### src/inc/interval_timer_pkg.sv
// Constants, register map and timing counts for the programmable interval timer
//
// Overview of operation
// - Eight preset lines form an 8-bit count, line 0 least significant.
// - After load, count decrements once per tick of the selected clock.
// - At zero the active-low zero output goes low, signalling the host.
// - Four decade stages divide the 1 MHz phase clock to 100k, 10k, 1k, 100 Hz.
// - An eight-way selector passes undivided, one decade output, or ground.
// - Codes 001..101 select 100 Hz, 1 kHz, 10 kHz, 100 kHz, 1 MHz.
// - Codes 000, 110, 111 select ground, so the timer stops.
// - Select bit 3 high gates off every counter clock.
package interval_timer_pkg;

    // ==========================================================
    // Register map (byte addresses)
    localparam logic [7:0] rate_select_addr   = 8'h00;
    localparam logic [7:0] preset_count_addr  = 8'h04;
    localparam logic [7:0] count_status_addr  = 8'h08;
    localparam logic [7:0] irq_status_addr    = 8'h0C;
    localparam logic [7:0] irq_mask_addr      = 8'h10;

    // ==========================================================
    // Field positions and reset values
    localparam int         disable_bit        = 3;
    localparam int         zero_bit           = 8;
    localparam int         irq_zero_bit       = 0;
    localparam int         irq_load_bit       = 1;
    localparam logic [3:0] rate_select_reset  = 4'h0;
    localparam logic [7:0] preset_count_reset = 8'h00;
    localparam logic [1:0] irq_mask_reset     = 2'h0;

    // ==========================================================
    // Rate codes
    localparam logic [2:0] rate_100hz  = 3'h1;
    localparam logic [2:0] rate_1khz   = 3'h2;
    localparam logic [2:0] rate_10khz  = 3'h3;
    localparam logic [2:0] rate_100khz = 3'h4;
    localparam logic [2:0] rate_1mhz   = 3'h5;

    // ==========================================================
    // Timing
    localparam int         clock_hz          = 10_000_000;
    localparam int         phase_hz          = 1_000_000;
    localparam int         phase_div_cycles  = clock_hz / phase_hz;
    localparam logic [3:0] phase_div_last    = 4'(phase_div_cycles - 1);
    localparam logic [3:0] decade_last       = 4'h9;
    localparam int         decade_stages     = 4;

    localparam logic [1:0] resp_okay   = 2'h0;
    localparam logic [1:0] resp_slverr = 2'h2;

endpackage : interval_timer_pkg

### src/logic/decade_divider.sv
// Four-stage decade divider chain producing one-cycle tick enables
`timescale 1ns/100ps
module decade_divider
    import interval_timer_pkg::*;
(
    input  wire logic       clock,
    input  wire logic       sys_rst,
    input  wire logic       phase_tick,
    output logic      [3:0] decade_tick
);

    logic [3:0] digit_reg [decade_stages];
    logic [4:0] carry;

    assign carry[0] = phase_tick;

    // ==========================================================
    // Ripple of divide-by-ten stages
    genvar g;
    generate
        for (g = 0; g < decade_stages; g++) begin : g_stage
            assign carry[g+1]     = carry[g] && (digit_reg[g] == decade_last);
            assign decade_tick[g] = carry[g+1];
            always_ff @(posedge clock or posedge sys_rst) begin
                if (sys_rst) begin
                    digit_reg[g] <= 4'h0;
                end else if (carry[g]) begin
                    digit_reg[g] <= (digit_reg[g] == decade_last) ? 4'h0 : digit_reg[g] + 4'h1;
                end
            end
        end
    endgenerate

    chk_decade_ratio: assert property (@(posedge clock) disable iff (sys_rst)
        decade_tick[0] |=> digit_reg[0] == 4'h0)
        else $error("decade digit did not wrap");

endmodule : decade_divider

### src/logic/rate_selector.sv
// Eight-way clock selector with disable gate
`timescale 1ns/100ps
module rate_selector
    import interval_timer_pkg::*;
(
    input  wire logic [3:0] rate_select,
    input  wire logic       phase_tick,
    input  wire logic [3:0] decade_tick,
    output logic            count_tick
);

    function automatic logic pick(input logic [2:0] code, input logic ph, input logic [3:0] dec);
        logic r;
        r = 1'b0;
        unique case (code)
            rate_100hz:  r = dec[3];
            rate_1khz:   r = dec[2];
            rate_10khz:  r = dec[1];
            rate_100khz: r = dec[0];
            rate_1mhz:   r = ph;
            default:     r = 1'b0;
        endcase
        return r;
    endfunction : pick

    assign count_tick = !rate_select[disable_bit] && pick(rate_select[2:0], phase_tick, decade_tick);

endmodule : rate_selector

### src/logic/programmable_interval_timer.sv
// Programmable interval timer: AXI4-Lite registers, divider, selector, down counter
`timescale 1ns/100ps
module programmable_interval_timer
    import interval_timer_pkg::*;
(
    input  wire logic        clock,
    input  wire logic        sys_rst,
    input  wire logic [7:0]  s_axi_awaddr,
    input  wire logic        s_axi_awvalid,
    output logic             s_axi_awready,
    input  wire logic [31:0] s_axi_wdata,
    input  wire logic [3:0]  s_axi_wstrb,
    input  wire logic        s_axi_wvalid,
    output logic             s_axi_wready,
    output logic [1:0]       s_axi_bresp,
    output logic             s_axi_bvalid,
    input  wire logic        s_axi_bready,
    input  wire logic [7:0]  s_axi_araddr,
    input  wire logic        s_axi_arvalid,
    output logic             s_axi_arready,
    output logic [31:0]      s_axi_rdata,
    output logic [1:0]       s_axi_rresp,
    output logic             s_axi_rvalid,
    input  wire logic        s_axi_rready,
    output logic             zero_reached_n,
    output logic             irq
);

    logic [3:0]  rate_output_latch_reg;
    logic [7:0]  count_output_latch_reg;
    logic [7:0]  count_reg;
    logic        count_load_strobe_n;
    logic [1:0]  irq_status_reg;
    logic [1:0]  irq_mask_reg;
    logic [3:0]  phase_div_reg;
    logic        phase_tick;
    logic [3:0]  decade_tick;
    logic        count_tick;
    logic        zero_reg;
    logic        aw_hold_reg;
    logic [7:0]  aw_addr_reg;
    logic        w_hold_reg;
    logic [31:0] w_data_reg;
    logic [3:0]  w_strb_reg;
    logic        do_write;
    logic        do_read;
    logic        status_read;
    logic        zero_event;

    // ==========================================================
    // Write channel: address and data latched in either order
    assign s_axi_awready = !aw_hold_reg && !s_axi_bvalid;
    assign s_axi_wready  = !w_hold_reg && !s_axi_bvalid;
    assign do_write      = aw_hold_reg && w_hold_reg && !s_axi_bvalid;

    always_ff @(posedge clock or posedge sys_rst) begin
        if (sys_rst) begin
            aw_hold_reg <= 1'b0;
            aw_addr_reg <= 8'h00;
            w_hold_reg  <= 1'b0;
            w_data_reg  <= 32'h0000_0000;
            w_strb_reg  <= 4'h0;
        end else begin
            if (s_axi_awvalid && s_axi_awready) begin
                aw_hold_reg <= 1'b1;
                aw_addr_reg <= s_axi_awaddr;
            end else if (do_write) begin
                aw_hold_reg <= 1'b0;
            end
            if (s_axi_wvalid && s_axi_wready) begin
                w_hold_reg <= 1'b1;
                w_data_reg <= s_axi_wdata;
                w_strb_reg <= s_axi_wstrb;
            end else if (do_write) begin
                w_hold_reg <= 1'b0;
            end
        end
    end

    function automatic logic mapped(input logic [7:0] a);
        return a == rate_select_addr || a == preset_count_addr || a == count_status_addr ||
               a == irq_status_addr || a == irq_mask_addr;
    endfunction : mapped

    always_ff @(posedge clock or posedge sys_rst) begin
        if (sys_rst) begin
            s_axi_bvalid <= 1'b0;
            s_axi_bresp  <= resp_okay;
        end else if (do_write) begin
            s_axi_bvalid <= 1'b1;
            s_axi_bresp  <= mapped(aw_addr_reg) ? resp_okay : resp_slverr;
        end else if (s_axi_bready) begin
            s_axi_bvalid <= 1'b0;
        end
    end

    // ==========================================================
    // Control registers
    always_ff @(posedge clock or posedge sys_rst) begin
        if (sys_rst) begin
            rate_output_latch_reg <= rate_select_reset;
            irq_mask_reg          <= irq_mask_reset;
        end else if (do_write && w_strb_reg[0]) begin
            if (aw_addr_reg == rate_select_addr) begin
                rate_output_latch_reg <= w_data_reg[3:0];
            end
            if (aw_addr_reg == irq_mask_addr) begin
                irq_mask_reg <= w_data_reg[1:0];
            end
        end
    end

    // count latch and load strobe on each count write with byte lane 0 strobed
    assign count_load_strobe_n = !(do_write && w_strb_reg[0] && aw_addr_reg == preset_count_addr);

    always_ff @(posedge clock or posedge sys_rst) begin
        if (sys_rst) begin
            count_output_latch_reg <= preset_count_reset;
        end else if (!count_load_strobe_n) begin
            count_output_latch_reg <= w_data_reg[7:0];
        end
    end

    // ==========================================================
    // Phase clock enable, 1 MHz from the 10 MHz clock
    always_ff @(posedge clock or posedge sys_rst) begin
        if (sys_rst) begin
            phase_div_reg <= 4'h0;
        end else begin
            phase_div_reg <= (phase_div_reg == phase_div_last) ? 4'h0 : phase_div_reg + 4'h1;
        end
    end
    assign phase_tick = (phase_div_reg == phase_div_last);

    decade_divider u_divider (
        .clock       (clock),
        .sys_rst     (sys_rst),
        .phase_tick  (phase_tick),
        .decade_tick (decade_tick)
    );

    rate_selector u_selector (
        .rate_select (rate_output_latch_reg),
        .phase_tick  (phase_tick),
        .decade_tick (decade_tick),
        .count_tick  (count_tick)
    );

    // ==========================================================
    // Down counter
    always_ff @(posedge clock or posedge sys_rst) begin
        if (sys_rst) begin
            count_reg <= 8'h00;
        end else if (!count_load_strobe_n) begin
            count_reg <= w_data_reg[7:0];
        end else if (count_tick && count_reg != 8'h00) begin
            count_reg <= count_reg - 8'h01;
        end
    end

    // Registered so the zero output stays glitch free; a preset of zero flags at once.
    always_ff @(posedge clock or posedge sys_rst) begin
        if (sys_rst) begin
            zero_reg <= 1'b0;
        end else begin
            zero_reg <= (count_reg == 8'h00) && count_load_strobe_n;
        end
    end
    assign zero_reached_n = !zero_reg;
    assign zero_event     = (count_reg == 8'h00) && count_load_strobe_n && !zero_reg;

    // ==========================================================
    // Read channel
    assign s_axi_arready = !s_axi_rvalid;
    assign do_read       = s_axi_arvalid && s_axi_arready;
    assign status_read   = do_read && s_axi_araddr == irq_status_addr;

    always_ff @(posedge clock or posedge sys_rst) begin
        if (sys_rst) begin
            s_axi_rvalid <= 1'b0;
            s_axi_rdata  <= 32'h0000_0000;
            s_axi_rresp  <= resp_okay;
        end else if (do_read) begin
            s_axi_rvalid <= 1'b1;
            s_axi_rresp  <= mapped(s_axi_araddr) ? resp_okay : resp_slverr;
            unique case (s_axi_araddr)
                rate_select_addr:  s_axi_rdata <= {28'h0, rate_output_latch_reg};
                preset_count_addr: s_axi_rdata <= {24'h0, count_output_latch_reg};
                count_status_addr: s_axi_rdata <= {23'h0, zero_reg, count_reg};
                irq_status_addr:   s_axi_rdata <= {30'h0, irq_status_reg};
                irq_mask_addr:     s_axi_rdata <= {30'h0, irq_mask_reg};
                default:           s_axi_rdata <= 32'h0000_0000;
            endcase
        end else if (s_axi_rready) begin
            s_axi_rvalid <= 1'b0;
        end
    end

    // ==========================================================
    // Sticky events, cleared by status read; a new event wins over the clear
    always_ff @(posedge clock or posedge sys_rst) begin
        if (sys_rst) begin
            irq_status_reg <= 2'h0;
        end else begin
            irq_status_reg[irq_zero_bit] <= zero_event || (irq_status_reg[irq_zero_bit] && !status_read);
            irq_status_reg[irq_load_bit] <= !count_load_strobe_n ||
                                            (irq_status_reg[irq_load_bit] && !status_read);
        end
    end
    assign irq = |(irq_status_reg & irq_mask_reg);

    // ==========================================================
    // Checks
    // preset on load
    chk_load_presets: assert property (@(posedge clock) disable iff (sys_rst)
        !count_load_strobe_n |=> count_reg == $past(w_data_reg[7:0]))
        else $error("count not preset by load");

    chk_count_step: assert property (@(posedge clock) disable iff (sys_rst)
        count_load_strobe_n && count_tick && count_reg != 8'h00 |=> count_reg == $past(count_reg) - 8'h01)
        else $error("count did not decrement");

    chk_hold_still: assert property (@(posedge clock) disable iff (sys_rst)
        count_load_strobe_n && !count_tick |=> $stable(count_reg))
        else $error("count moved without tick");

    chk_zero_low: assert property (@(posedge clock) disable iff (sys_rst)
        count_load_strobe_n && count_reg == 8'h00 |=> !zero_reached_n)
        else $error("zero output not low at zero");

    chk_zero_holds: assert property (@(posedge clock) disable iff (sys_rst)
        !zero_reached_n && count_load_strobe_n |=> !zero_reached_n && count_reg == 8'h00)
        else $error("zero released without load");

    chk_disable_gate: assert property (@(posedge clock) disable iff (sys_rst)
        rate_output_latch_reg[disable_bit] |-> !count_tick)
        else $error("tick while disabled");

    chk_grounded_code: assert property (@(posedge clock) disable iff (sys_rst)
        rate_output_latch_reg[2:0] == 3'h0 || rate_output_latch_reg[2:0] > rate_1mhz |-> !count_tick)
        else $error("tick on grounded code");

    chk_fast_rate: assert property (@(posedge clock) disable iff (sys_rst)
        rate_output_latch_reg == {1'b0, rate_1mhz} |-> count_tick == phase_tick)
        else $error("1 MHz code not undivided");

    chk_slow_rate: assert property (@(posedge clock) disable iff (sys_rst)
        rate_output_latch_reg == {1'b0, rate_100hz} |-> count_tick == decade_tick[3])
        else $error("100 Hz code wrong input");

    chk_count_lsb: assert property (@(posedge clock) disable iff (sys_rst)
        !count_load_strobe_n |=> count_output_latch_reg[0] == $past(w_data_reg[0]))
        else $error("count bit order wrong");

    chk_zero_event: assert property (@(posedge clock) disable iff (sys_rst)
        zero_event |=> irq_status_reg[irq_zero_bit])
        else $error("zero event lost");

    chk_load_event: assert property (@(posedge clock) disable iff (sys_rst)
        !count_load_strobe_n |=> irq_status_reg[irq_load_bit])
        else $error("load event lost");

    chk_zero_release: assert property (@(posedge clock) disable iff (sys_rst)
        !count_load_strobe_n && w_data_reg[7:0] != 8'h00 |=> zero_reached_n)
        else $error("zero output not released by load");

    // phase enable every ten clocks; counts follow the 10 MHz to 1 MHz ratio
    chk_phase_spacing: assert property (@(posedge clock) disable iff (sys_rst)
        phase_tick |=> (!phase_tick) [*8] ##1 !phase_tick ##1 phase_tick)
        else $error("phase tick spacing wrong");

    chk_hundred_khz: assert property (@(posedge clock) disable iff (sys_rst)
        rate_output_latch_reg == {1'b0, rate_100khz} |-> count_tick == decade_tick[0])
        else $error("100 kHz code wrong input");

    chk_ten_khz: assert property (@(posedge clock) disable iff (sys_rst)
        rate_output_latch_reg == {1'b0, rate_10khz} |-> count_tick == decade_tick[1])
        else $error("10 kHz code wrong input");

    chk_one_khz: assert property (@(posedge clock) disable iff (sys_rst)
        rate_output_latch_reg == {1'b0, rate_1khz} |-> count_tick == decade_tick[2])
        else $error("1 kHz code wrong input");

endmodule : programmable_interval_timer

### config.mk
export PLATFORM = sky130hd
export DESIGN_NAME = programmable_interval_timer
export DESIGN_NICKNAME = d
export VERILOG_FILES = /design/src/inc/interval_timer_pkg.sv /design/src/logic/decade_divider.sv /design/src/logic/rate_selector.sv /design/src/logic/programmable_interval_timer.sv
export SDC_FILE = /design/constraint.sdc
export NUM_CORES = 1
export LEC_CHECK = 0
export BUFFER_PORTS_ARGS = -buffer_cell sky130_fd_sc_hd__buf_2
export CORE_MARGIN = 5
export CORE_UTILIZATION = 50
export CTS_BUF_LIST = sky130_fd_sc_hd__clkbuf_4
export CTS_CLUSTER_DIAMETER = 40
export DETAILED_ROUTE_END_ITERATION = 8
export GPL_ROUTABILITY_DRIVEN = 1
export PLACE_DENSITY = 0.74
export SYNTH_ARGS = -nofsm -noshare
export SYNTH_HDL_FRONTEND = slang
export SYNTH_SLANG_ARGS = --single-unit
### constraint.sdc
create_clock -name clock -period 6.5 [get_ports clock]
set_input_delay 0.65 -clock clock [delete_from_list [all_inputs] [get_ports clock]]
set_output_delay 0.65 -clock clock [all_outputs]
set_load 0.02 [all_outputs]
======== Yosys cells after proc, flatten, opt, wreduce, memory -nomap -nowiden ========
Cells that the tools add are included.
storage, ports and cells
  register bits after elaboration ......... 102
  word-level logic and storage cells ...... 114
  output and inout bits ................... 43
operators by class
  bitwise operators ....................... 1
  mux-type cells .......................... 18
  reduce and logical (&&, ||, !) cells .... 50
  $add $sub $neg .......................... 6
  equality and inequality tests ........... 18
operators by type and width
  cell                                                  count
  case mux 9 bit (5 select lines)                       1
  equality test 8 x 4 -> 1 bit (second input constant)  4
  zero test 8 bit                                       3
  adder 4 x 1 -> 4 bit (second input constant)          5
  equality test 4 bit (second input constant)           5
  logical AND 1 bit                                     20
  two-way mux 4 bit                                     5
  equality test 8 x 3 -> 1 bit (second input constant)  2
  equality test 8 x 5 -> 1 bit (second input constant)  2
  two-way mux 8 bit                                     2
  logical OR 1 bit                                      10
  nonzero test 2 bit                                    5
  zero test 1 bit                                       8
  nonzero test 8 bit                                    1
  subtractor 8 x 1 -> 8 bit (second input constant)     1
  two-way mux 1 bit                                     7
  equality test 3 x 2 -> 1 bit (second input constant)  2
  equality test 3 bit (second input constant)           2
  case mux 1 bit (5 select lines)                       1
  two-way mux 2 bit                                     2
  AND reduction 2 bit                                   2
  equality test 3 x 1 -> 1 bit (second input constant)  1
  AND 2 bit                                             1
  OR reduction 2 bit                                    1

======== Longest topological paths before layout ========
  depth in word-level cells ............... 10
  mapped depth ............................ 8
  depth with buffers taken out ............ 8

======== Cells and area by module ========
Synthesis repeated with hierarchy kept, for this count alone.
second synthesis, totals
  cell total of the unflattened synthesis .. 368
  area, all modules ....................... 3,870.0 um2
modules (own cells, without submodules)
  module                       seq. area each (um2)  area each (um2)  cells each  instances
  programmable_interval_timer  1,526.5               2,986.6          281         1
  decade_divider               400.4                 820.8            80          1
  rate_selector                0.0                   62.6             7           1

======== Worst setup path before layout ========
Ideal clock, no wire load.
  kind .................................... register to register
  start point ............................. register aw_addr_reg[7]
  end point ............................... register rate_output_latch_reg[0]
  path slack .............................. 4,592 ps
  buffers on the path ..................... 0
  arrival ................................. 1,783 ps
  library setup time ...................... 125 ps
  cell stages (with the launch flop) ...... 5
  clock period less this slack ............ 1,908 ps
  data required time ...................... 6,375 ps
  path through ............................ dfrtp_1 -> or4_4 -> nor4_4 -> nor3b_4 -> mux2_4
between the ends
  longest elaborated chain between the ends .. 2
ends and longest elaborated chain
  item                                  line                                text
  from (decl)                           programmable_interval_timer.sv:41   logic [7:0] aw_addr_reg;
  from (signal assigned)                programmable_interval_timer.sv:66   aw_addr_reg <= s_axi_awaddr;
  zero test 8 bit                       programmable_interval_timer.sv:104  if (aw_addr_reg == rate_select_addr) begin
  AND reduction 2 bit (no source line)  --
  to (signal assigned)                  programmable_interval_timer.sv:101  rate_output_latch_reg <= rate_select_reset;
  to (signal assigned)                  programmable_interval_timer.sv:105  rate_output_latch_reg <= w_data_reg[3:0];
  to (decl)                             programmable_interval_timer.sv:29   logic [3:0] rate_output_latch_reg;
Every way passes these cells.
A chain may end at the register's enable or synchronous reset.

======== Worst setup path in the final report ========
  start point ............................. register aw_addr_reg[7]
  end point ............................... register count_reg[1]
between the ends
  longest elaborated chain between the ends .. 3
  elaborated cells between the ends (all ways) .. 4
ends and longest elaborated chain
  item                                                            line                                text
  equality test 8 x 3 -> 1 bit (*)                                programmable_interval_timer.sv:114  assign count_load_strobe_n = !(do_write && w_strb_reg[0] && aw_addr_reg == preset_count_addr);
  logical AND 1 bit (*)                                           programmable_interval_timer.sv:114
  two-way mux 8 bit / nonzero test 2 bit (equally long branches)  --
  to (signal assigned)                                            programmable_interval_timer.sv:155  count_reg <= w_data_reg[7:0];
  to (signal assigned)                                            programmable_interval_timer.sv:157  count_reg <= count_reg - 8'h01;
  to (decl)                                                       programmable_interval_timer.sv:31   logic [7:0] count_reg;
Every way passes the cells marked *; elsewhere a longest branch is shown, timed or not.

==> out/results.ini <==
[sta]
max-slew-margin-rel=0.3617
setup_viol=0
setup_tns_ps=0
worst_hold_slack_ps=409.4
grt_setup_unrepaired=false
drv_slew=0
timing.final.crit_period_ps=2137
max_freq_mhz=467.9
worst_pin_slew_ps=957.5
finalHoldViolations=0
timing.final.crit_share=0.3288
fin_ws_ps=4363
skew_ps=13.82

[synth]
synth_cells=344
yosys.area.top_type=dfrtp_1
synth_edf_count=0
avgSynthCellArea_um2=11.00
synth-warning-count=0
synthFlopType=dfrtp_1
synth_cell_type_count=52
synthTopCellsByArea=dfrtp_1, mux2_2, buf_4
synth-seq-cells=77
ys_async_sr_fraction=1.000
synth_area_mm2=0.003784
ys_seq_area_frac=0.5093
synth_top_area_share=0.5093

[floorplanning]
initial_core_util=0.5189
dieHeight_um=96.99
ios=102
fp.dieArea_mm2=0.009407
core_area_mm2=0.007292
rows=31
die_w_um=96.99

[critical_path]
r2r_setup_slack_ps=4360
endpoint_kind=flip-flop
r2r-end=count_reg[1]$_DFFE_PP0P_
crit_type=flip-flop to flip-flop
reg2reg_depth=5
critPathMaxFanout=15
worst_ep_required_time_ps=6790
r2r_start=aw_addr_reg[7]$_DFFE_PP0P_
critPathLaunchType=flip-flop
arrival_ps=2430

[placement]
port_buffers=49
gp_congestion=0.7691
dp_hpwl_um=5064
dpl_worst_slack_ps=4398
place_area_mm2=0.004039
place_inst=486

[cells_and_area]
n_antenna_cell=0
regArea_mm2=0.001927
largest_register_ffs=16
layout_common_cells=dfrtp_1, buf_2, mux2_2, nand2_1
final_common_cell=dfrtp_1
areaGrowthSynthToFinish_pct=11.54
stdcell_count=502
utilization=0.5788
layout-drive-gt1-share=0.2754
multiInputGateArea_mm2=0.001672
design_area_mm2=0.004220
nets=458
fillerInstances=628

[global_routing]
track_usage=0.1532
top_usage_layer=met2
antenna_found_initial=0
globalRouteOverflowTotal=0
grt_use_met3=0.05899
use_met1=0.1975
grt_max_degree=78
grt_pass1_vias=2615
grt_pass1_wl_um=11810
use_met2=0.2346

[drt]
drtIter0Drc=123
avgViaCountPerCell=5.135
vias=2578
postRouteAntennaNets=0
drc=0
wirelength_um=6918
wire_per_inst_um=13.78
first_pass_iters=4

[worst_hold_path]
hold_depth=2
hold_start=s_axi_bready
hp-class=input pin to flip-flop
holdPathEnd=s_axi_bvalid$_DFFE_PP0P_

[power_and_ir_drop]
p_leak_nw=2.048
clkPwrFrac=0.257
total_power_mw=1.387
p_switching_uw=431.9
ir_drop_mv=0.2740
p_per_area_mw_per_mm2=328.7
p_sw_frac=0.3113
seq_power_share=0.483
intPower_uw=955.5
p_comb_frac=0.260

[clock_network]
clkSinkCount=77
ctsHtreeMaxLevel=3
hold_buffers=0
cts_tree=built
cts_buffers=9
clk_latency_ps=410
path_clk_slew_ps=120
cts_root_buffer=clkbuf_4
post_cts_buffers=0
cts_buffer_depth=2
cts_resized=0

[flow_run]
maxCapViolations=0

[outcome]
outcome=complete, no violations

## metal layers
layer	wire, um	vias to the layer above
met2	3056	76
met4	87	0
li1	-	1268
met1	3216	1227
met3	558	7
met5	0	-
## kinds of logic (layout without fill, tap and decap cells)
kind of cell               Yosys count  in the layout  synth area share
and+or+nand+nor                    105            105            0.1670
DFF                                 77             77            0.5093
AOI/OAI and AO/OA                   56             56           0.09127
buffers and inverters               48             83           0.07275
muxes                               40             40            0.1184
xor gates and xnor gates            16             16           0.03704
adders and majority gates            1              1          0.003306
other                                1             25         0.0009911
## power by group through the flow
stage	logic (mW)	registers (mW)	clock network, mW
floorplan	0.300	0.661	0
global placement	0.352	0.676	0
detailed placement	0.363	0.680	0
CTS	0.364	0.670	0.367
global route	0.402	0.686	0.390
finish	0.361	0.670	0.356
## layout make-up
| type | instances | share of cell area |
|---|---|---|
| Sequential cell | 77 | 0.4566 |
| Multi-Input combinational cell | 243 | 0.3961 |
| Timing Repair Buffer | 50 | 0.05989 |
| Tap cell | 99 | 0.02935 |
| Clock inverter | 5 | 0.02342 |
| Clock buffer | 11 | 0.01957 |
| Inverter | 17 | 0.01512 |
## cells in the mapped netlist, types with 2 or more instances
cell	n
nor3_1	3
or3_1	2
mux2i_1	8
nor4bb_1	2
a21o_1	2
a211oi_1	2
a21oi_1	12
nor3b_4	2
nand3_1	5
nor4_1	4
o21ai_0	23
xnor2_1	7
a22oi_1	4
and2_1	4
dfrtp_1	77
o2111ai_1	2
buf_4	25
clkbuf_1	5
nand2_1	27
inv_1	17
a221o_1	2
nand4b_1	2
nor2b_1	6
and3_1	4
nand3b_1	2
and4bb_2	3
mux2_2	30
xor2_1	9
mux2_4	2
nor2_1	25
a22o_1	4
or4_4	2
## worst max-delay path by stage
stage	from	to	slack [ps]
finish	aw_addr_reg[7]$_DFFE_PP0P_	count_reg[1]$_DFFE_PP0P_	4360
global route	aw_addr_reg[7]$_DFFE_PP0P_	count_reg[1]$_DFFE_PP0P_	4190
CTS	aw_addr_reg[7]$_DFFE_PP0P_	count_reg[1]$_DFFE_PP0P_	4350
detailed placement	aw_addr_reg[7]$_DFFE_PP0P_	count_reg[1]$_DFFE_PP0P_	4400
global placement	aw_addr_reg[7]$_DFFE_PP0P_	count_reg[1]$_DFFE_PP0P_	4410
floorplan	sys_rst	aw_addr_reg[0]$_DFFE_PP0P_	3880
## critical path, cell delays in order (launching register included)
cell     delay, ps
dfrtp_1        400
or4_4          570
nor2_1         160
nor4b_2        200
nand2_1        330
mux2_2         380
Power figures use the tool's default switching activity.
